**config.mk**
```make
export PLATFORM = sky130hd
export DESIGN_NAME = sife_top
export DESIGN_NICKNAME = d
export VERILOG_FILES = /design/src/rtl/sife_pkg.sv /design/src/rtl/sife_top.sv
export SDC_FILE = /design/constraint.sdc
export NUM_CORES = 1
export LEC_CHECK = 0
export BUFFER_PORTS_ARGS = -buffer_cell sky130_fd_sc_hd__buf_2
export CAP_MARGIN = 20
export CELL_PAD_IN_SITES_DETAIL_PLACEMENT = 2
export CELL_PAD_IN_SITES_GLOBAL_PLACEMENT = 2
export CORE_MARGIN = 2
export CORE_UTILIZATION = 32
export DETAILED_ROUTE_END_ITERATION = 8
export GPL_TIMING_DRIVEN = 0
export PLACE_DENSITY = 0.81
export SLEW_MARGIN = 20
export SYNTH_ARGS = -nofsm -noshare
export SYNTH_HDL_FRONTEND = slang
export SYNTH_SLANG_ARGS = --single-unit
export TNS_END_PERCENT = 10
```
**constraint.sdc**
```tcl
create_clock -name CLK -period 4.8 [get_ports CLK]
set_input_delay 0.96 -clock CLK [delete_from_list [all_inputs] [get_ports CLK]]
set_output_delay 0.96 -clock CLK [all_outputs]
set_load 0.05 [all_outputs]
```
**src/rtl/sife_pkg.sv**
```systemverilog
// Package for the sync input front end: register map, reset values, pin and state carriers.
// Assumes a 100 MHz CLK and an APB master with 32-bit data.
package sife_pkg;
  localparam int unsigned ADDR_W = 12;
  // Register indices; byte address is four times the index
  localparam logic [7:0] IDX_HPOL = 8'h12;
  localparam logic [7:0] IDX_COAST = 8'h18;
  localparam logic [7:0] IDX_THRESH = 8'h1a;
  localparam logic [7:0] IDX_CHAN = 8'h1b;
  localparam logic [7:0] IDX_STATUS = 8'h1c;
  localparam logic [11:0] ADDR_HPOL = {2'h0, IDX_HPOL, 2'h0};
  localparam logic [11:0] ADDR_COAST = {2'h0, IDX_COAST, 2'h0};
  localparam logic [11:0] ADDR_THRESH = {2'h0, IDX_THRESH, 2'h0};
  localparam logic [11:0] ADDR_CHAN = {2'h0, IDX_CHAN, 2'h0};
  localparam logic [11:0] ADDR_STATUS = {2'h0, IDX_STATUS, 2'h0};
  // Field positions
  localparam int unsigned HPOL_LSB = 4;
  localparam int unsigned COAST_LSB = 5;
  localparam int unsigned CNT_LSB = 16;
  // Threshold in millivolts above the negative peak
  localparam int unsigned THRESH_W = 6;
  localparam int unsigned THRESH_STEP_MV = 10;
  localparam int unsigned THRESH_MIN_MV = 10;
  localparam int unsigned THRESH_MAX_MV = 330;
  localparam int unsigned THRESH_DEF_MV = 150;
  localparam logic [5:0] THRESH_MAX = 6'((THRESH_MAX_MV - THRESH_MIN_MV) / THRESH_STEP_MV);
  localparam logic [5:0] THRESH_RST = 6'((THRESH_DEF_MV - THRESH_MIN_MV) / THRESH_STEP_MV);
  // Values after reset
  localparam logic [1:0] HPOL_RST = 2'h0;
  localparam logic [1:0] COAST_POL_RST = 2'h1;
  localparam logic CHAN_RST = 1'b0;

  typedef struct packed {
    logic link_pos;
    logic link_neg;
    logic ext;
    logic [1:0] hs;
    logic [1:0] vs;
    logic [1:0] sog;
  } sife_pins_t;

  typedef struct packed {
    sife_pins_t pin1;
    sife_pins_t pin2;
    logic hs_prev;
    logic link_prev;
    logic [1:0] hpol;
    logic [1:0] cpol;
    logic [5:0] thresh;
    logic chan;
    logic pready;
    logic pslverr;
    logic [31:0] prdata;
    logic [15:0] edge_cnt;
    logic hs_edge;
    logic hs_ref;
    logic vs_out;
    logic sog_out;
    logic pll_track;
    logic pll_edge;
    logic ext_ref;
    logic link_tick;
  } sife_state_t;

  localparam sife_state_t STATE_RST = '{hpol: HPOL_RST, cpol: COAST_POL_RST, thresh: THRESH_RST,
                                         chan: CHAN_RST, pll_track: 1'b1, default: '0};
endpackage

```
**src/rtl/sife_top.sv**
```systemverilog
// Sync input front end: sync selection, edge pick, coast gating and APB registers.
// Assumes pins are asynchronous to CLK; the PLL and comparator sit outside.
//
// Behaviour
// RULE_01: Link clock pair serves as pixel-rate reference for the digital receiver.
// RULE_02: Horizontal sync is the timing and pixel clock frequency reference.
// RULE_03: Two-bit field 5:4 of register 0x12 sets horizontal sync sense.
// RULE_04: Only the leading sync edge acts; the trailing edge is ignored.
// RULE_05: Polarity 0 picks the falling edge, polarity 1 the rising edge.
// RULE_06: Green sync threshold 10 to 330 mV in 10 mV steps, 150 mV default.
// RULE_07: Green sync comparator result goes out uninverted as composite sync.
// RULE_08: Active coast stops tracking; generator holds frequency and phase.
// RULE_09: Coast sense is set by field 6:5 of register 0x18.
// RULE_10: Coast polarity comes up as 1 before any write.
// RULE_11: Unused coast pin: ground with polarity 1, or tie high with 0.
// RULE_12: Coast and external clock share a pin without disturbing each other.
// RULE_13: Channel select picks one of two sync channels, ignoring the other.
//
// Chosen here: the APB interface to the registers and the register offsets.
`timescale 1ns/100ps

module sife_top (
  input wire logic CLK,
  input wire logic RSTN,
  input wire logic PSEL,
  input wire logic PENABLE,
  input wire logic PWRITE,
  input wire logic [11:0] PADDR,
  input wire logic [31:0] PWDATA,
  input wire logic [3:0] PSTRB,
  output logic PREADY,
  output logic [31:0] PRDATA,
  output logic PSLVERR,
  input wire logic [1:0] HSYNC_IN,
  input wire logic [1:0] VSYNC_IN,
  input wire logic [1:0] GREEN_EMBEDDED_SYNC_IN,
  input wire logic EXT_CLOCK_OR_HOLD_IN,
  input wire logic LINK_CLOCK_POS,
  input wire logic LINK_CLOCK_NEG,
  output logic HSYNC_EDGE,
  output logic HSYNC_REF,
  output logic VSYNC_OUT,
  output logic GREEN_EMBEDDED_SYNC_OUT,
  output logic [5:0] SOG_THRESHOLD,
  output logic PLL_TRACK_EN,
  output logic PLL_REF_EDGE,
  output logic EXT_CLOCK_REF,
  output logic LINK_REF_TICK
);

  // Map of readable and writable words
  function automatic logic addr_hit(input logic [11:0] a);
    addr_hit = (a == sife_pkg::ADDR_HPOL) || (a == sife_pkg::ADDR_COAST) ||
               (a == sife_pkg::ADDR_THRESH) || (a == sife_pkg::ADDR_CHAN) ||
               (a == sife_pkg::ADDR_STATUS);
  endfunction

  sife_pkg::sife_state_t q;
  sife_pkg::sife_state_t next_q;
  sife_pkg::sife_pins_t pins_now;
  logic hs_sel;
  logic vs_sel;
  logic sog_sel;
  logic hs_norm;
  logic coast_act;
  logic apb_acc;
  logic apb_wr;
  logic [31:0] rd_val;

  always_comb begin
    pins_now.link_pos = LINK_CLOCK_POS;
    pins_now.link_neg = LINK_CLOCK_NEG;
    pins_now.ext = EXT_CLOCK_OR_HOLD_IN;
    pins_now.hs = HSYNC_IN;
    pins_now.vs = VSYNC_IN;
    pins_now.sog = GREEN_EMBEDDED_SYNC_IN;
  end

  // Channel mux after the synchronisers
  always_comb begin
    hs_sel = q.chan ? q.pin2.hs[1] : q.pin2.hs[0]; // [RULE_13]
    vs_sel = q.chan ? q.pin2.vs[1] : q.pin2.vs[0]; // [RULE_13]
    sog_sel = q.chan ? q.pin2.sog[1] : q.pin2.sog[0]; // [RULE_13]
    hs_norm = q.hpol[0] ? hs_sel : ~hs_sel; // [RULE_03] [RULE_05]
    coast_act = q.cpol[0] ? q.pin2.ext : ~q.pin2.ext; // [RULE_09] [RULE_11]
  end

  // Read value for the addressed word
  always_comb begin
    rd_val = 32'h0;
    case (PADDR)
      sife_pkg::ADDR_HPOL: rd_val[sife_pkg::HPOL_LSB +: 2] = q.hpol;
      sife_pkg::ADDR_COAST: rd_val[sife_pkg::COAST_LSB +: 2] = q.cpol;
      sife_pkg::ADDR_THRESH: rd_val[sife_pkg::THRESH_W-1:0] = q.thresh;
      sife_pkg::ADDR_CHAN: rd_val[0] = q.chan;
      sife_pkg::ADDR_STATUS: begin
        rd_val[0] = coast_act;
        rd_val[1] = q.hs_ref;
        rd_val[2] = q.vs_out;
        rd_val[3] = q.sog_out;
        rd_val[4] = q.pin2.ext;
        rd_val[sife_pkg::CNT_LSB +: 16] = q.edge_cnt;
      end
      default: rd_val = 32'h0;
    endcase
  end

  assign apb_acc = PSEL && PENABLE;
  assign apb_wr = apb_acc && q.pready && PWRITE && PSTRB[0] && addr_hit(PADDR);

  always_comb begin
    next_q = q;
    // Two-stage synchronisers
    next_q.pin1 = pins_now;
    next_q.pin2 = q.pin1;
    // Link clock reference tick on a valid differential rise
    next_q.link_prev = q.pin2.link_pos;
    next_q.link_tick = q.pin2.link_pos & ~q.pin2.link_neg & ~q.link_prev; // [RULE_01]
    // Leading edge only, in the programmed sense
    next_q.hs_prev = hs_norm;
    next_q.hs_ref = hs_norm; // [RULE_02]
    next_q.hs_edge = hs_norm & ~q.hs_prev; // [RULE_04] [RULE_05]
    if (hs_norm && !q.hs_prev) begin
      next_q.edge_cnt = q.edge_cnt + 16'h1;
    end
    next_q.vs_out = vs_sel;
    next_q.sog_out = sog_sel; // [RULE_07]
    // Coast freezes tracking; the shared pin still feeds the clock path
    next_q.pll_track = ~coast_act; // [RULE_08]
    next_q.pll_edge = hs_norm & ~q.hs_prev & ~coast_act; // [RULE_02] [RULE_08]
    next_q.ext_ref = q.pin2.ext; // [RULE_12]
    // APB: one wait state, then the access completes
    if (apb_acc && !q.pready) begin
      next_q.pready = 1'b1;
      next_q.pslverr = ~addr_hit(PADDR);
      next_q.prdata = rd_val;
    end else begin
      next_q.pready = 1'b0;
      next_q.pslverr = 1'b0;
    end
    if (apb_wr) begin
      case (PADDR)
        sife_pkg::ADDR_HPOL: next_q.hpol = PWDATA[sife_pkg::HPOL_LSB +: 2]; // [RULE_03]
        sife_pkg::ADDR_COAST: next_q.cpol = PWDATA[sife_pkg::COAST_LSB +: 2]; // [RULE_09]
        sife_pkg::ADDR_THRESH: begin
          if (PWDATA[5:0] > sife_pkg::THRESH_MAX) begin
            next_q.thresh = sife_pkg::THRESH_MAX; // [RULE_06]
          end else begin
            next_q.thresh = PWDATA[5:0]; // [RULE_06]
          end
        end
        sife_pkg::ADDR_CHAN: next_q.chan = PWDATA[0]; // [RULE_13]
        default: next_q.chan = q.chan;
      endcase
    end
  end

  always_ff @(posedge CLK) begin
    if (!RSTN) begin
      q <= sife_pkg::STATE_RST; // [RULE_06] [RULE_10]
    end else begin
      q <= next_q;
    end
  end

  assign PREADY = q.pready;
  assign PRDATA = q.prdata;
  assign PSLVERR = q.pslverr;
  assign HSYNC_EDGE = q.hs_edge;
  assign HSYNC_REF = q.hs_ref;
  assign VSYNC_OUT = q.vs_out;
  assign GREEN_EMBEDDED_SYNC_OUT = q.sog_out;
  assign SOG_THRESHOLD = q.thresh;
  assign PLL_TRACK_EN = q.pll_track;
  assign PLL_REF_EDGE = q.pll_edge;
  assign EXT_CLOCK_REF = q.ext_ref;
  assign LINK_REF_TICK = q.link_tick;
endmodule

```
======== Word-level counts from Yosys, hierarchy flattened ========
Index checks and enable logic that the tools add are counted.
word-level totals
  register bits after elaboration ......... 79
  bits in latches ......................... 0
  RAM bits ................................ 0
  memory bits (read-only) ................. 0
  input port bits ......................... 62
  memories kept ........................... 0
operators by class
  $add $sub $neg .......................... 1
  multiply operators ...................... 0
  div/mod/pow operators ................... 0
  order comparisons ....................... 1
  equal/unequal tests ..................... 5
  shifts and indexed selects .............. 0
  multiplexer cells ....................... 13
  bitwise operators ....................... 11
  reductions and logical operators ........ 18
operators by type and width
  operator                                                                 count
  12-bit by 7-bit equality test with 1-bit output (second input constant)  5
  16-bit by 1-bit adder with 16-bit output (second input constant)         1
  16-bit two-way mux                                                       1
  2-bit AND reduction                                                      5
  1-bit case mux with 3 select lines                                       3
  1-bit logical AND                                                        7
  1-bit NOT                                                                7
  6-bit greater-than comparator (second input constant)                    1
  1-bit two-way mux                                                        6
  6-bit two-way mux                                                        1
  3-bit case mux with 2 select lines                                       1
  1-bit bitwise AND                                                        4
  1-bit logical OR                                                         4
  1-bit logical NOT                                                        2
  2-bit two-way mux                                                        1

======== Longest topological paths before layout ========
  word-level depth ........................ 7
  mapped depth ............................ 6
  gate-level depth less buffers ........... 5

======== Least setup slack after synthesis ========
OpenSTA, ideal clock, no wires.
  kind .................................... input port to flip-flop
  start point ............................. in PADDR[1]
  end point ............................... reg q, in the netlist PRDATA[21]
  setup time .............................. 0.059 ns
  data arrival time ....................... 2.181 ns
  data required time ...................... 4.741 ns
  setup slack ............................. 2.561 ns
  stages .................................. 5
  path buffers ............................ 1
  cells stage by stage .................... nor4_2 nand2_1 nor3_2 buf_2 a22o_1
between the ends
  cells in the longest elaborated chain, start to end .. 2
ends and longest elaborated chain
  item                                             RTL line         text
  start: declaration                               sife_top.sv:28   input wire logic [11:0] PADDR,
  12-bit by 7-bit equality test with 1-bit output  sife_top.sv:91   case (PADDR)
  16-bit two-way mux                               sife_top.sv:91
  end signal: assignment                           sife_top.sv:160  q <= sife_pkg::STATE_RST;
  end signal: assignment                           sife_top.sv:162  q <= next_q;
  end: declaration                                 sife_top.sv:58   sife_pkg::sife_state_t q;
Every way passes these cells.
A chain may end at the register's enable or synchronous reset.

======== Final worst setup path ========
  start point ............................. in PADDR[1]
  end point ............................... reg q, in the netlist PRDATA[30]
Same word-level chain as after synthesis.

==> flow_summary.json <==
{
  "fin_skew_ns": 0.01039,
  "track_usage_pct": 17.26,
  "area_growth_pct": 22.71,
  "routedWlPerCell_um": 16.12,
  "synth_seq_cells": 79,
  "yosys.cell_types.count": 46,
  "rows": 37,
  "core_mm2": 0.01023,
  "gr-total-overflow": 0,
  "synth_cells": 348,
  "clock_latency_ns": 0.36,
  "finalNetCount": 501,
  "portBuffers": 71,
  "drv_cap": 0,
  "grt_max_degree": 16,
  "place.gp.congestion": 0.7828,
  "intPower_mw": 0.9469,
  "cts_htree_levels": 3,
  "yosysSeqAreaShare_pct": 47.36,
  "drive_above_1_share_pct": 31.38,
  "path_class": "in2reg",
  "crit_fanout": 10,
  "p_clk_share_pct": 39.3,
  "period_share_pct": 48.98,
  "peakVddDrop_uv": 117.4,
  "yosys.area.top_type": "dfxtp_1",
  "first_global_vias": 3040,
  "cts-buffers-inserted": 9,
  "yosysTopAreaCellShare_pct": 47.36,
  "grt_setup_unrepaired": "no",
  "cp.required_ns": 5.11,
  "drt_iter0_markers": 73,
  "cts-resized-gates": 0,
  "die_w_um": 106.2,
  "cellLeakagePower_nw": 1.760,
  "vias": 2832,
  "cts_setup_buffers": 0,
  "synth_area_leaders": "dfxtp_1, buf_4, a22o_1",
  "initial_utilization_pct": 32.64,
  "cp_data_arrival_time_ns": 2.66,
  "io_pins": 110,
  "final_common_cell": "dfxtp_1",
  "switching_share_pct": 26.79,
  "switchingPower_mw": 0.3465,
  "drc_errors": 0,
  "finalSetupTns_ns": 0,
  "cts-root-buf": "clkbuf_8",
  "path_clk_slew_ns": 0.08,
  "seqPwrFrac_pct": 52.3,
  "drtAntennaViolNets": 0,
  "ys_async_sr_fraction_pct": 0,
  "ctsHoldBuffers": 0,
  "relSlewSlack_pct": 58.21,
  "status": "completed",
  "yosysWarnings": 0,
  "power.density_mw_per_mm2": 315.6,
  "fmax_ghz": 0.4253,
  "yosys_most_used_dff": "dfxtp_1",
  "wl_um": 9331,
  "slew_violations": 0,
  "firstDrtPassIters": 4,
  "hold_viol": 0,
  "numClockSinks": 79,
  "tightest_slew_ns": 0.6269,
  "die_y_um": 106.2,
  "grt_pass1_wl_um": 15230,
  "power.share.combinational_pct": 8.4,
  "crit_path_start_kind": "primary input",
  "period_needed_ns": 2.351,
  "tritoncts": "yes",
  "place_ws_ns": 2.044,
  "diodes": 0,
  "vias_per_cell": 4.891,
  "final_cell_mix": "dfxtp_1, buf_2, buf_4, nand2_1, and2_1",
  "cp-end-kind": "flip-flop",
  "syn_area_per_cell_um2": 9.596,
  "hold_path_class": "reg2reg",
  "clk_path_buf_depth": 2,
  "finalSetupViolations": 0,
  "synth_edf_count": 0,
  "die_area_mm2": 0.01127,
  "antenna_found_initial": 0,
  "post-dp-hpwl_um": 7064,
  "fin_ws_ns": 2.449,
  "syn_area_mm2": 0.003339
}
-- worst paths after layout --
path                                            endpoint  depth (start not counted)               from  slack (ns)
worst min register to register  LINK_REF_TICK$_SDFF_PN0_                          1   q[78]$_SDFF_PN0_        0.40
worst max register to register        q[14]$_SDFFE_PN0P_                          6  q[8]$_SDFFE_PN0P_        2.71
worst min-delay path            LINK_REF_TICK$_SDFF_PN0_                          1   q[78]$_SDFF_PN0_        0.40
worst max-delay path             PRDATA[30]$_SDFFE_PN0P_                          6           PADDR[1]        2.45
-- flip-flops by register name, indices dropped and copies added (netlist names) --
name,count
HSYNC_EDGE,1
GREEN_EMBEDDED_SYNC_OUT,1
EXT_CLOCK_REF,1
LINK_REF_TICK,1
PLL_TRACK_EN,1
PSLVERR,1
next_q,11
VSYNC_OUT,1
PRDATA,23
SOG_THRESHOLD,6
q,29
HSYNC_REF,1
PREADY,1
PLL_REF_EDGE,1
-- Yosys cell counts (all sizes together), types with 5 or more instances --
cell and instances:
nand3 12, mux2i 12, a22o 17, nor2 11
nand2 24, o31ai 7, or3 8, o21ai 11
and2 20, nand2b 5, clkbuf 11, or4 12
dfxtp 79, a21oi 19, inv 9, buf 43
-- layout make-up --
cell class	instances	area, um2
Clock inverter	7	78.83
Sequential cell	79	1582
Tap cell	136	170.2
Timing Repair Buffer	71	355.3
Buffer	54	357.8
Fill cell	1186	6133
Clock buffer	9	123.9
Inverter	9	33.78
Multi-Input combinational cell	214	1396
-- cells by family (layout without fill, tap and decap cells) --
family | count (synthesis) | count (layout) | synth area share (%)
compound gates | 65 | 65 | 13.11
xor+xnor | 3 | 3 | 0.7870
fa+ha+maj | 1 | 1 | 0.3746
buf+inv | 63 | 150 | 11.73
flops | 79 | 79 | 47.36
mux | 14 | 14 | 4.758
other cells | 1 | 9 | 0.1123
simple gates | 122 | 122 | 21.77
-- power by group through the flow --
stage / sequential, mW / combinational [mW] / clock [mW]
6_report: 0.676 / 0.109 / 0.508
4_1_cts: 0.676 / 0.110 / 0.525
3_3_place_gp: 0.691 / 0.105 / 0
3_5_place_dp: 0.691 / 0.109 / 0
5_1_grt: 0.678 / 0.119 / 0.561
2_1_floorplan: 0.701 / 0.0593 / 0
-- layer usage --
| metal | part of all wire [%] | vias up | global-route usage, % |
|---|---|---|---|
| met5 | 0 | - | 0 |
| met4 | 1.7 | 0 | 6.391 |
| met3 | 3.4 | 15 | 3.311 |
| met2 | 53 | 59 | 31.09 |
| met1 | 42 | 1388 | 20.21 |
| li1 | - | 1370 | - |
-- per-stage QoR --
| stage | instances | hold WS (ns) | util (%) | power (mW) | cell area, um2 |
|---|---|---|---|---|---|
| floorplan | 356 | 0.3720 | - | 0.7603 | 3369 |
| global placement | 563 | 0.3763 | 38.07 | 0.7960 | 3895 |
| detailed placement | 563 | 0.3868 | 38.07 | 0.8007 | 3895 |
| CTS | 579 | 0.4107 | 40.05 | 1.311 | 4098 |
| global route | 579 | 0.4297 | 40.05 | 1.357 | 4098 |
| finish | 579 | 0.4037 | 40.05 | 1.293 | 4098 |
-- critical path, stage by stage --
cell and delay (ns):
buf_2 0.10, nor4_2 0.39, nand2_1 0.27, nor3_2 0.47, buf_2 0.31, a22o_1 0.15
No activity file was read; power rests on OpenSTA's default activity.
